[src/pkg/pq_reserve_defs.vh]
// register offsets, field positions, command codes and reset values for the packet queue block
// ----------------------------------------------------------------------------
// ----------------------------------------------------------------------------
`ifndef PQ_RESERVE_DEFS_VH
`define PQ_RESERVE_DEFS_VH

`define OFS_CTRL      8'h00
`define OFS_CMD       8'h04
`define OFS_SELECT    8'h08
`define OFS_RESERVE   8'h0C
`define OFS_FREE      8'h10
`define OFS_SIZE      8'h14
`define OFS_STATUS    8'h18
`define OFS_MASK      8'h1C
`define OFS_RESULT    8'h20
`define OFS_RXPORT    8'h24
`define OFS_TXPORT    8'h28

`define CTRL_TXALLOW  0
`define CTRL_AUTOFREE 1

`define CMD_ALLOC     3'h1
`define CMD_ENQUEUE   3'h2
`define CMD_RELEASE   3'h3
`define CMD_RXPOP     3'h4
`define CMD_TXACK     3'h5

`define FLG_RX        0
`define FLG_TXDONE    1
`define FLG_DRAINED   2
`define FLG_GRANT     3

`define MASK_RESET    4'h0
`define RESV_RESET    8'h00

`endif

[src/design/packet_queue_reserve_and_irq.v]
// page allocator with transmit reserve, three packet queues and interrupt flags
//
// Our own choices: the register offsets and the AXI4-Lite interface to the registers.
`timescale 1ns/10ps
`default_nettype none
`include "pq_reserve_defs.vh"

module packet_queue_reserve_and_irq #(
    parameter NUM_PKTS = 16,
    parameter NW       = 4
) (
    input  wire        core_clk,
    input  wire        rst_n,
    input  wire [7:0]  s_axi_awaddr,
    input  wire        s_axi_awvalid,
    output reg         s_axi_awready,
    input  wire [31:0] s_axi_wdata,
    input  wire [3:0]  s_axi_wstrb,
    input  wire        s_axi_wvalid,
    output reg         s_axi_wready,
    output reg  [1:0]  s_axi_bresp,
    output reg         s_axi_bvalid,
    input  wire        s_axi_bready,
    input  wire [7:0]  s_axi_araddr,
    input  wire        s_axi_arvalid,
    output reg         s_axi_arready,
    output reg  [31:0] s_axi_rdata,
    output reg  [1:0]  s_axi_rresp,
    output reg         s_axi_rvalid,
    input  wire        s_axi_rready,
    input  wire        rxAllocReq,
    input  wire        rxInProgress,
    input  wire        rxEnd,
    input  wire        rxCrcOk,
    output reg         rxAllocGrant,
    output reg         rxAllocFail,
    output reg  [NW-1:0] rxPktNum,
    output reg         txStart,
    output reg  [NW-1:0] txPktNum,
    input  wire        txDone,
    input  wire        txOk,
    output reg         irq
);

    // ------------------------------------------------------------------------
    // storage
    // ------------------------------------------------------------------------
    reg [NUM_PKTS-1:0] used_q;
    reg [NW-1:0] rxq [0:NUM_PKTS-1];
    reg [NW-1:0] txq [0:NUM_PKTS-1];
    reg [NW-1:0] cq  [0:NUM_PKTS-1];
    reg [NW:0]   rxCnt_q, txCnt_q, cCnt_q;
    reg [NW-1:0] rxHd_q, txHd_q, cHd_q;
    reg [1:0]    ctrl_q;
    reg [7:0]    resv_q;
    reg [3:0]    mask_q;
    reg [3:0]    flag_q;
    reg [NW-1:0] select_q;
    reg [NW-1:0] result_q;
    reg          resFail_q;
    reg          busy_q;
    reg [NW-1:0] rxCur_q;
    reg          rxHave_q;
    reg          allocPend_q;
    reg [7:0]    awAddr_q;
    reg          awHave_q;
    reg [31:0]   wData_q;
    reg          wHave_q;
    integer      i;

    // first free page, lowest index wins
    function [NW:0] firstFree;
        input [NUM_PKTS-1:0] u;
        integer k;
        begin
            firstFree = {1'b1, {NW{1'b0}}};
            for (k = NUM_PKTS - 1; k >= 0; k = k - 1) begin
                if (!u[k]) begin
                    firstFree = {1'b0, k[NW-1:0]};
                end
            end
        end
    endfunction

    function [7:0] popCount;
        input [NUM_PKTS-1:0] u;
        integer k;
        begin
            popCount = 8'h00;
            for (k = 0; k < NUM_PKTS; k = k + 1) begin
                popCount = popCount + {7'h00, ~u[k]};
            end
        end
    endfunction

    wire [7:0] freeCnt = popCount(used_q);
    wire [NW:0] ff = firstFree(used_q);
    wire        haveFree = ~ff[NW];

    // ------------------------------------------------------------------------
    // axi write capture
    // ------------------------------------------------------------------------
    wire doWrite = awHave_q && wHave_q && !s_axi_bvalid;
    wire doRead  = s_axi_arvalid && s_axi_arready;
    wire [2:0] cmd = wData_q[2:0];
    wire wrCmd  = doWrite && awAddr_q == `OFS_CMD;
    wire hAlloc = wrCmd && cmd == `CMD_ALLOC;
    wire hEnq   = wrCmd && cmd == `CMD_ENQUEUE;
    wire hRel   = wrCmd && cmd == `CMD_RELEASE;
    wire hRxPop = wrCmd && cmd == `CMD_RXPOP && rxCnt_q != 0;
    wire hTxAck = wrCmd && cmd == `CMD_TXACK && cCnt_q != 0;

    // host allocation: one page per request, served in a cycle with no receive grant
    // receive wins over a pending host request in the same cycle
    wire rxTry  = rxAllocReq && !rxHave_q;
    wire rxOk   = haveFree && (freeCnt > resv_q);
    wire rxGo   = rxTry && rxOk;
    wire hGo    = allocPend_q && !rxGo && haveFree;
    // transmit engine: start next queued packet without host involvement
    wire txIss  = ctrl_q[`CTRL_TXALLOW] && !busy_q && txCnt_q != 0;
    wire fin    = busy_q && txDone;
    wire autoF  = fin && txOk && ctrl_q[`CTRL_AUTOFREE];
    wire cPush  = fin && !autoF;
    wire rxPush = rxEnd && rxHave_q && rxCrcOk;
    wire rxDrop = rxEnd && rxHave_q && !rxCrcOk;

    // ------------------------------------------------------------------------
    // bus handshake
    // ------------------------------------------------------------------------
    always @(posedge core_clk or negedge rst_n) begin
        if (!rst_n) begin
            s_axi_awready <= 1'b0;
            s_axi_wready  <= 1'b0;
            s_axi_bvalid  <= 1'b0;
            s_axi_bresp   <= 2'b00;
            s_axi_arready <= 1'b0;
            s_axi_rvalid  <= 1'b0;
            s_axi_rresp   <= 2'b00;
            awHave_q      <= 1'b0;
            wHave_q       <= 1'b0;
            awAddr_q      <= 8'h00;
            wData_q       <= 32'h0000_0000;
        end else begin
            s_axi_awready <= !awHave_q && !s_axi_awready;
            s_axi_wready  <= !wHave_q && !s_axi_wready;
            if (s_axi_awvalid && s_axi_awready) begin
                awHave_q <= 1'b1;
                awAddr_q <= s_axi_awaddr;
            end
            if (s_axi_wvalid && s_axi_wready) begin
                wHave_q <= 1'b1;
                wData_q <= s_axi_wdata;
            end
            if (doWrite) begin
                s_axi_bvalid <= 1'b1;
                s_axi_bresp  <= (awAddr_q[1:0] != 2'b00 || awAddr_q > `OFS_TXPORT) ?
                                2'b10 : 2'b00;
                awHave_q     <= 1'b0;
                wHave_q      <= 1'b0;
            end else if (s_axi_bvalid && s_axi_bready) begin
                s_axi_bvalid <= 1'b0;
            end
            s_axi_arready <= !s_axi_rvalid && !s_axi_arready;
            if (doRead) begin
                s_axi_rvalid <= 1'b1;
                s_axi_rresp  <= (s_axi_araddr[1:0] != 2'b00 || s_axi_araddr > `OFS_TXPORT) ?
                                2'b10 : 2'b00;
            end else if (s_axi_rvalid && s_axi_rready) begin
                s_axi_rvalid <= 1'b0;
            end
        end
    end

    // read data mux; queue ports show head entries
    // free and size read-only
    always @(posedge core_clk or negedge rst_n) begin
        if (!rst_n) begin
            s_axi_rdata <= 32'h0000_0000;
        end else if (doRead) begin
            case (s_axi_araddr)
                `OFS_CTRL:    s_axi_rdata <= {30'h0, ctrl_q};
                `OFS_SELECT:  s_axi_rdata <= {{(32-NW){1'b0}}, select_q};
                `OFS_RESERVE: s_axi_rdata <= {24'h00_0000, resv_q};
                `OFS_FREE:    s_axi_rdata <= {24'h00_0000, freeCnt};
                `OFS_SIZE:    s_axi_rdata <= NUM_PKTS;
                `OFS_STATUS:  s_axi_rdata <= {27'h0, busy_q, flag_q};
                `OFS_MASK:    s_axi_rdata <= {28'h0, mask_q};
                `OFS_RESULT:  s_axi_rdata <= {resFail_q, {(31-NW){1'b0}}, result_q};
                `OFS_RXPORT:  s_axi_rdata <= {(rxCnt_q == 0), {(31-NW){1'b0}},
                                              rxq[rxHd_q]};
                `OFS_TXPORT:  s_axi_rdata <= {(cCnt_q == 0), {(31-NW){1'b0}},
                                              cq[cHd_q]};
                default:      s_axi_rdata <= 32'h0000_0000;
            endcase
        end
    end

    // ------------------------------------------------------------------------
    // control registers
    // ------------------------------------------------------------------------
    always @(posedge core_clk or negedge rst_n) begin
        if (!rst_n) begin
            ctrl_q   <= 2'b00;
            resv_q   <= `RESV_RESET;
            mask_q   <= `MASK_RESET;
            select_q <= {NW{1'b0}};
        end else begin
            if (doWrite && awAddr_q == `OFS_CTRL && s_axi_wstrb[0]) begin
                ctrl_q <= wData_q[1:0];
            end else if (fin && !txOk) begin
                ctrl_q[`CTRL_TXALLOW] <= 1'b0;
            end
            if (doWrite && awAddr_q == `OFS_RESERVE && s_axi_wstrb[0]) begin
                resv_q <= wData_q[7:0];
            end
            if (doWrite && awAddr_q == `OFS_MASK && s_axi_wstrb[0]) begin
                mask_q <= wData_q[3:0];
            end
            if (doWrite && awAddr_q == `OFS_SELECT && s_axi_wstrb[0]) begin
                select_q <= wData_q[NW-1:0];
            end
        end
    end

    // ------------------------------------------------------------------------
    // page pool and receive allocation
    // ------------------------------------------------------------------------
    // shared pool, two requesters
    always @(posedge core_clk or negedge rst_n) begin
        if (!rst_n) begin
            used_q       <= {NUM_PKTS{1'b0}};
            rxHave_q     <= 1'b0;
            rxCur_q      <= {NW{1'b0}};
            rxAllocGrant <= 1'b0;
            rxAllocFail  <= 1'b0;
            rxPktNum     <= {NW{1'b0}};
            allocPend_q  <= 1'b0;
            result_q     <= {NW{1'b0}};
            resFail_q    <= 1'b0;
        end else begin
            rxAllocGrant <= rxGo;
            // fail lifts when frees raise count
            rxAllocFail  <= rxTry && !rxOk;
            if (rxGo) begin
                used_q[ff[NW-1:0]] <= 1'b1;
                rxHave_q <= 1'b1;
                rxCur_q  <= ff[NW-1:0];
                rxPktNum <= ff[NW-1:0];
            end
            if (hAlloc) begin
                allocPend_q <= 1'b1;
                resFail_q   <= 1'b1;
            end else if (hGo) begin
                allocPend_q <= 1'b0;
                used_q[ff[NW-1:0]] <= 1'b1;
                result_q  <= ff[NW-1:0];
                resFail_q <= 1'b0;
            end
            if (rxDrop) begin
                used_q[rxCur_q] <= 1'b0;
            end
            if (rxEnd) begin
                rxHave_q <= 1'b0;
            end
            if (hRel) begin
                used_q[select_q] <= 1'b0;
            end
            if (hRxPop) begin
                used_q[rxq[rxHd_q]] <= 1'b0;
            end
            if (autoF) begin
                used_q[txPktNum] <= 1'b0;
            end
        end
    end

    // ------------------------------------------------------------------------
    // queues and transmit sequencing
    // ------------------------------------------------------------------------
    // engine advances without register reads
    always @(posedge core_clk or negedge rst_n) begin
        if (!rst_n) begin
            rxCnt_q  <= {(NW+1){1'b0}};
            txCnt_q  <= {(NW+1){1'b0}};
            cCnt_q   <= {(NW+1){1'b0}};
            rxHd_q   <= {NW{1'b0}};
            txHd_q   <= {NW{1'b0}};
            cHd_q    <= {NW{1'b0}};
            busy_q   <= 1'b0;
            txStart  <= 1'b0;
            txPktNum <= {NW{1'b0}};
            for (i = 0; i < NUM_PKTS; i = i + 1) begin
                rxq[i] <= {NW{1'b0}};
                txq[i] <= {NW{1'b0}};
                cq[i]  <= {NW{1'b0}};
            end
        end else begin
            txStart <= txIss;
            if (rxPush) begin
                rxq[rxHd_q + rxCnt_q[NW-1:0]] <= rxCur_q;
            end
            if (rxPush && !hRxPop) begin
                rxCnt_q <= rxCnt_q + 1'b1;
            end else if (!rxPush && hRxPop) begin
                rxCnt_q <= rxCnt_q - 1'b1;
            end
            if (hRxPop) begin
                rxHd_q <= rxHd_q + 1'b1;
            end
            if (hEnq) begin
                txq[txHd_q + txCnt_q[NW-1:0]] <= select_q;
            end
            if (hEnq && !txIss) begin
                txCnt_q <= txCnt_q + 1'b1;
            end else if (!hEnq && txIss) begin
                txCnt_q <= txCnt_q - 1'b1;
            end
            if (txIss) begin
                txHd_q   <= txHd_q + 1'b1;
                txPktNum <= txq[txHd_q];
                busy_q   <= 1'b1;
            end else if (fin) begin
                busy_q <= 1'b0;
            end
            if (cPush) begin
                cq[cHd_q + cCnt_q[NW-1:0]] <= txPktNum;
            end
            if (cPush && !hTxAck) begin
                cCnt_q <= cCnt_q + 1'b1;
            end else if (!cPush && hTxAck) begin
                cCnt_q <= cCnt_q - 1'b1;
            end
            if (hTxAck) begin
                cHd_q <= cHd_q + 1'b1;
            end
        end
    end

    // ------------------------------------------------------------------------
    // flags and interrupt
    // ------------------------------------------------------------------------
    wire rxNext   = (rxCnt_q != 0 || rxPush) && !(rxCnt_q == 1 && hRxPop && !rxPush);
    wire cNext    = (cCnt_q != 0 || cPush) && !(cCnt_q == 1 && hTxAck && !cPush);
    always @(posedge core_clk or negedge rst_n) begin
        if (!rst_n) begin
            flag_q <= 4'h0;
            irq    <= 1'b0;
        end else begin
            flag_q[`FLG_RX] <= rxNext;
            flag_q[`FLG_TXDONE] <= cNext;
            flag_q[`FLG_DRAINED] <= txCnt_q == 0 && !busy_q && !hEnq;
            // cleared on request, set on grant
            if (hAlloc) begin
                flag_q[`FLG_GRANT] <= 1'b0;
            end else if (hGo) begin
                flag_q[`FLG_GRANT] <= 1'b1;
            end
            irq <= |(flag_q & mask_q);
        end
    end

endmodule
`default_nettype wire

[config.mk]
export PLATFORM = sky130hd
export DESIGN_NAME = packet_queue_reserve_and_irq
export DESIGN_NICKNAME = d
export VERILOG_FILES = /design/src/design/packet_queue_reserve_and_irq.v
export VERILOG_INCLUDE_DIRS = /design/src /design/src/pkg
export SDC_FILE = /design/constraint.sdc
export NUM_CORES = 1
export LEC_CHECK = 0
export ABC_AREA = 1
export CORE_ASPECT_RATIO = 0.5
export CORE_MARGIN = 1
export CORE_UTILIZATION = 60
export CTS_CLUSTER_DIAMETER = 100
export DETAILED_ROUTE_END_ITERATION = 16
export DONT_BUFFER_PORTS = 1
export HOLD_SLACK_MARGIN = 0.12
export PLACE_DENSITY = 0.79
export SYNTH_ARGS = -nofsm -noshare
export SYNTH_HDL_FRONTEND = slang
export SYNTH_SLANG_ARGS = --single-unit
[constraint.sdc]
create_clock -name core_clk -period 12.8 [get_ports core_clk]
set_clock_uncertainty 0.1 [all_clocks]
set_input_delay 2.56 -clock core_clk [delete_from_list [all_inputs] [get_ports core_clk]]
set_output_delay 2.56 -clock core_clk [all_outputs]
set_load 0.005 [all_outputs]
=== Yosys cells after proc, flatten, opt, wreduce, memory -nomap -nowiden ===
Index checks and enable logic that the tools add are counted.

* $lt $le $gt $ge: 22
* Eq/ne operators: 20
* Bitwise logic cells: 35
* Add/subtract/negate cells: 27
* Reductions and logical operators: 113
* Mux-type cells: 78

{| class="wikitable"
|+ Operators by type and width
! kind !! number
|-
| 32-bit case mux with 10 select lines || 1
|-
| 64-bit bitwise mux || 3
|-
| 16-bit 2-to-1 mux || 7
|-
| 5-bit 2-to-1 mux || 22
|-
| 8-bit by 1-bit adder with 8-bit output || 8
|-
| 16-bit bitwise AND || 4
|-
| 1-bit logical AND || 64
|-
| 16-bit NOT || 4
|-
| 4-bit binary-select mux with 4-bit select || 3
|-
| 4-bit demux with 4-bit select || 3
|-
| 8-bit by 5-bit equality test with 1-bit output (second input constant) || 5
|-
| 4-bit 2-to-1 mux || 9
|-
| 8-bit by 4-bit equality test with 1-bit output (second input constant) || 4
|-
| 16-bit bitwise OR || 2
|-
| 5-bit greater-or-equal comparator (second input constant) || 6
|-
| 4-bit NOT with 5-bit output || 6
|-
| 2-bit nonzero test || 13
|-
| 4-bit by 5-bit less-than comparator with 1-bit output (second input constant) || 5
|-
| 8-bit by 6-bit equality test with 1-bit output (second input constant) || 3
|-
| 1-bit 2-to-1 mux || 23
|-
| 1-bit zero test || 22
|-
| 1-bit demux with 4-bit select || 5
|-
| 4-bit by 1-bit greater-or-equal comparator with 1-bit output (second input constant) || 5
|-
| 1-bit NOT || 18
|-
| other kinds (27) || 50
|}

* Bits of input ports: 65
* Output and inout port bits: 53
* Logic and storage cells: 379
* Register bits after elaboration: 335

=== Depth between registers and ports, before layout ===
* Depth in word-level cells: 33
* Mapped depth: 24
* Depth with buffers taken out: 24

=== Worst setup path before layout ===
Ideal clock, no wire load.

* Path type: reg2reg
* From: reg used_q[0]
* To: reg used_q[9]
* Required time: 12.623 ns
* Cell stages (with the launch flop): 25
* Period minus slack after synthesis: 4.672 ns
* Setup slack: 8.128 ns
* Path buffers: 0
* Setup time: 0.077 ns
* Arrival: 4.494 ns
* Path through: dfrtp_1 -> fa_1 -> inv_1 -> fa_1 -> fa_1 -> inv_1 -> fa_1 -> inv_1 -> ha_1 -> nand3_1 -> nand3_1 -> xor2_1 -> inv_1 -> ha_1 -> nand2_1 -> o21bai_1 -> nand2_1 -> nand2_1 -> nand2_1 -> nand3_2 -> nand2_2 -> nand2_1 -> nor2_1 -> nand4_1 -> a21oi_1

* Longest elaborated chain between the ends: 32
* Elaborated cells on any way between the ends: 42
* Classes of those cells: 15 x add/sub; 3 x order compare; 10 x mux; 8 x bitwise; 6 x reduce/logical

{| class="wikitable"
|+ Ends and longest elaborated chain
! item !! RTL line !! text
|-
| start, declared || packet_queue_reserve_and_irq.v:48 || <nowiki>reg [NUM_PKTS-1:0] used_q;</nowiki>
|-
| start signal, assigned || packet_queue_reserve_and_irq.v:231 || <nowiki>used_q <= {NUM_PKTS{1'b0}};</nowiki>
|-
| 1-bit NOT || packet_queue_reserve_and_irq.v:91 || <nowiki>popCount = popCount + {7'h00, ~u[k]};</nowiki>
|-
| 1-bit by 1-bit adder with 2-bit output || packet_queue_reserve_and_irq.v:91 ||
|-
| 2-bit by 1-bit adder with 3-bit output || packet_queue_reserve_and_irq.v:91 ||
|-
| 3-bit by 1-bit adder with 4-bit output || packet_queue_reserve_and_irq.v:91 ||
|-
| 4-bit by 1-bit adder with 5-bit output || packet_queue_reserve_and_irq.v:91 ||
|-
| 5-bit by 1-bit adder with 6-bit output || packet_queue_reserve_and_irq.v:91 ||
|-
| 6-bit by 1-bit adder with 7-bit output || packet_queue_reserve_and_irq.v:91 ||
|-
| 7-bit by 1-bit adder with 8-bit output || packet_queue_reserve_and_irq.v:91 ||
|-
| [16 not listed] || -- ||
|-
| 16-bit bitwise AND (no line) || -- ||
|-
| 16-bit 2-to-1 mux (*) || packet_queue_reserve_and_irq.v:259 || <nowiki>if (rxDrop) begin</nowiki>
|-
| 16-bit bitwise AND (no line) || -- ||
|-
| 16-bit 2-to-1 mux (*) || packet_queue_reserve_and_irq.v:265 || <nowiki>if (hRel) begin</nowiki>
|-
| 16-bit bitwise AND (no line) || -- ||
|-
| 16-bit 2-to-1 mux (*) || packet_queue_reserve_and_irq.v:268 || <nowiki>if (hRxPop) begin</nowiki>
|-
| 16-bit bitwise AND (no line) || -- ||
|-
| 16-bit 2-to-1 mux (*) || packet_queue_reserve_and_irq.v:271 || <nowiki>if (autoF) begin</nowiki>
|}

Every way passes the cells marked *; elsewhere a longest branch is shown, timed or not.
A chain may end at the register's enable or synchronous reset.

=== Worst setup path after layout ===
Ends and elaborated chain as after synthesis.

==> results.py <==
metrics = {
    "hold_path": {
        "hold_start": "wHave_q$_DFFE_PN0P_",
        "hold_class": "register to register",
        "min_to": "s_axi_wready$_DFF_PN0_",
        "whs_path_depth": 1,
    },
    "cts": {
        "clkLatencyLatePin_ns": 0.55,
        "path_clk_slew_ns": 0.07,
        "post_cts_resized": 0,
        "h-tree-depth": 1,
        "root_buffer": "clkbuf_16",
        "ctsHoldBuffers": 0,
        "cts_tree": "done",
        "post_cts_buffers": 0,
        "cts_made_buffers": 27,
        "clk_path_buf_depth": 3,
        "clock_sinks": 310,
    },
    "die": {
        "coreArea_um2": 25650,
        "row_count": 41,
        "io_pins": 118,
        "dieArea_um2": 27320,
        "dieWidth_um": 232.8,
        "dieHeight_um": 117.4,
        "initial_utilization_pct": 62.29,
    },
    "detailed_routing": {
        "vias": 13230,
        "antenna_left": 0,
        "drt_first_iter_violations": 1489,
        "drc": 0,
        "routed_wl_mm": 38.05,
        "firstDrtPassIters": 6,
        "viasPerCell": 5.806,
        "wire_per_inst_um": 16.70,
    },
    "logic_synthesis": {
        "synth_seq_cells": 310,
        "yosysTopAreaCellShare_pct": 48.56,
        "netlist_top_cells_area": "dfrtp_1 (49%), nand2_1 (10%), o21ai_0 (9.4%)",
        "ys_seq_area_share_pct": 48.56,
        "synth_edf_count": 0,
        "synth.most_common_cell": "nand2_1",
        "ys_warn_count": 0,
        "synth_area_per_cell_um2": 8.265,
        "synth_top_area_cell": "dfrtp_1",
        "synth_cell_types": 50,
        "synth.top_cells.by_count": "nand2_1 (446), dfrtp_1 (310), o21ai_0 (299)",
        "syn_inst": 1933,
        "synth-async-reset-ratio_pct": 100.0,
        "ys.flop_type": "dfrtp_1",
        "syn_area_um2": 15980,
    },
    "timing": {
        "finalSetupViolCount": 0,
        "finalCritPeriodShare_pct": 41.43,
        "max_freq_ghz": 0.1886,
        "finalSetupTns_ns": 0,
        "maxSlewHeadroom_pct": 30.92,
        "min_period_ns": 5.303,
        "rsz0062_at_grt": "false",
        "finalHoldViolations": 0,
        "drv_slew": 0,
        "max_slew.worst_pin.slew_ns": 1.035,
    },
    "setup_path": {
        "r2r.worst_path.cells": 18,
        "crit_type": "register to register",
        "r2r_start": "used_q[0]$_DFF_PN0_",
        "path_max_fanout": 9,
        "rrSetupSlack_ns": 7.50,
        "worst_setup_path_end_kind": "register",
        "crit_required_ns": 13.17,
        "reg2reg_to": "used_q[9]$_DFF_PN0_",
        "critPathLaunchType": "register",
        "cp.arrival_ns": 5.67,
    },
    "placed_design": {
        "placed_area_um2": 16140,
        "gp_congestion": 0.9462,
        "dp_hpwl_mm": 25.52,
        "io_buffers": 0,
    },
    "final_layout": {
        "n_antenna_cell": 0,
        "area_growth_pct": 6.547,
        "drive_gt1_share_pct": 4.806,
        "utilization_pct": 66.37,
        "fin_area_um2": 17020,
        "layout.nets": 2029,
    },
    "global_route": {
        "grt_pass1_vias": 12270,
        "overflow": 0,
        "grt_max_degree": 311,
        "groute.usage.overall_pct": 28.70,
        "grt_pass1_wl_mm": 63.32,
        "antenna_found_initial": 0,
    },
    "power_and_ir_drop": {
        "p_leak_uw": 0.007704,
        "ir_worst_vdd_uv": 113.9,
        "p_per_area_nw_per_um2": 192.4,
    },
    "outcome": {
        "status": "finished, final reports clean",
    },
    "flow_run": {
        "cap_violations": 0,
    },
}
-- per-layer routing --
metal,global-route usage (%),wire length (µm)
met5,0,0
met4,8.129,1043
met3,4.888,2603
met2,43.73,16930
met1,42.34,17480
-- sequential cells by signal (all words and copies together) (netlist names), 5 cells and up --
register and cells:
rxCnt_q 5, used_q 16, resv_q 8, cq 64
txCnt_q 5, s_axi_rdata 9, txq 64, rxq 64
awAddr_q 8, wData_q 8, cCnt_q 5
-- critical path: stages (launching register included) --
cell	delay (ns)
dfrtp_1	0.49
fa_1	0.57
inv_1	0.05
fa_1	0.47
fa_1	0.56
fa_1	0.42
ha_1	0.22
fa_1	0.41
xor2_1	0.24
ha_1	0.28
nand2_1	0.08
o21ai_0	0.12
nor2_1	0.21
nand3_2	0.22
nand2_2	0.15
nand2_1	0.07
nor2_1	0.26
nand4_1	0.13
a21oi_1	0.17
-- final cells by class --
class | count | area (µm²)
Timing Repair Buffer | 6 | 45.04
Clock inverter | 11 | 111.4
Clock buffer | 37 | 773.2
Tap cell | 344 | 430.4
Sequential cell | 310 | 7757
Fill cell | 2152 | 8627
Inverter | 183 | 686.9
Multi-Input combinational cell | 1388 | 7218
-- worst max path at each step --
| stage | startpoint | end | slack [ns] | cells after the start |
|---|---|---|---|---|
| after detailed placement | used_q[0]$_DFF_PN0_ | used_q[9]$_DFF_PN0_ | 7.56 | 18 |
| after floorplan | used_q[0]$_DFF_PN0_ | used_q[9]$_DFF_PN0_ | 8.13 | 24 |
| final | used_q[0]$_DFF_PN0_ | used_q[9]$_DFF_PN0_ | 7.50 | 18 |
| after CTS | used_q[0]$_DFF_PN0_ | used_q[9]$_DFF_PN0_ | 7.52 | 18 |
| after global routing | used_q[0]$_DFF_PN0_ | used_q[9]$_DFF_PN0_ | 7.21 | 24 |
| after global placement | used_q[0]$_DFF_PN0_ | used_q[9]$_DFF_PN0_ | 7.55 | 18 |
-- kinds of logic (layout without fill, tap and decap cells) --
| kind of cell | after synthesis | in the layout | share of synthesized area, % |
|---|---|---|---|
| mux | 2 | 2 | 0.1331 |
| flops | 310 | 310 | 48.56 |
| compound gates | 489 | 489 | 16.96 |
| fa+ha+maj | 48 | 48 | 4.417 |
| xor+xnor | 29 | 29 | 1.590 |
| buf+inv | 259 | 237 | 6.829 |
| other cells | 1 | 25 | 0.02347 |
| simple gates | 795 | 795 | 21.50 |
-- stage by stage --
step                cells  setup WS [ns]  power, µW  hold slack, ns
floorplan            1957          8.128       2122          0.3403
global route         2279          7.209       3493          0.3811
CTS                  2279          7.524       3275          0.3714
detailed placement   2231          7.555       2444          0.3558
global placement     2231          7.552       2408          0.3547
finish               2279          7.497       3275          0.3691
-- cells in the final DEF (no fill, tap or decap), types with 4 or more instances in the layout --
| master | netlist | final |
|---|---|---|
| nand2_1 | 446 | 446 |
| nand3_1 | 72 | 72 |
| clkinv_2 | 0 | 7 |
| buf_4 | 26 | 6 |
| nor2_2 | 9 | 9 |
| o211ai_1 | 27 | 27 |
| o221ai_1 | 14 | 14 |
| fa_1 | 14 | 14 |
| nor3_1 | 25 | 25 |
| o21bai_1 | 13 | 13 |
| nand3_2 | 6 | 6 |
| a31oi_1 | 10 | 10 |
| o21ai_1 | 41 | 41 |
| inv_2 | 9 | 9 |
| nand3_4 | 9 | 9 |
| xor2_1 | 20 | 20 |
| xnor2_1 | 9 | 9 |
| nor2_1 | 189 | 189 |
| clkbuf_8 | 0 | 6 |
| dfrtp_1 | 310 | 310 |
| nand4_1 | 19 | 19 |
| o32ai_1 | 9 | 9 |
| clkbuf_16 | 0 | 27 |
| o22ai_1 | 20 | 20 |
| clkbuf_1 | 38 | 4 |
| inv_1 | 171 | 171 |
| o21ai_0 | 299 | 299 |
| ha_1 | 34 | 34 |
| a21oi_1 | 45 | 45 |
| conb_1 | 1 | 25 |
-- power by group --
group	switching (µW)	total (µW)	internal, µW	leakage [µW]
registers	148	1270	1120	0.00418
logic	799	1170	375	0.00308
clock network	365	828	463	0.000441
Note: power is estimated with default switching activity, not from simulation.
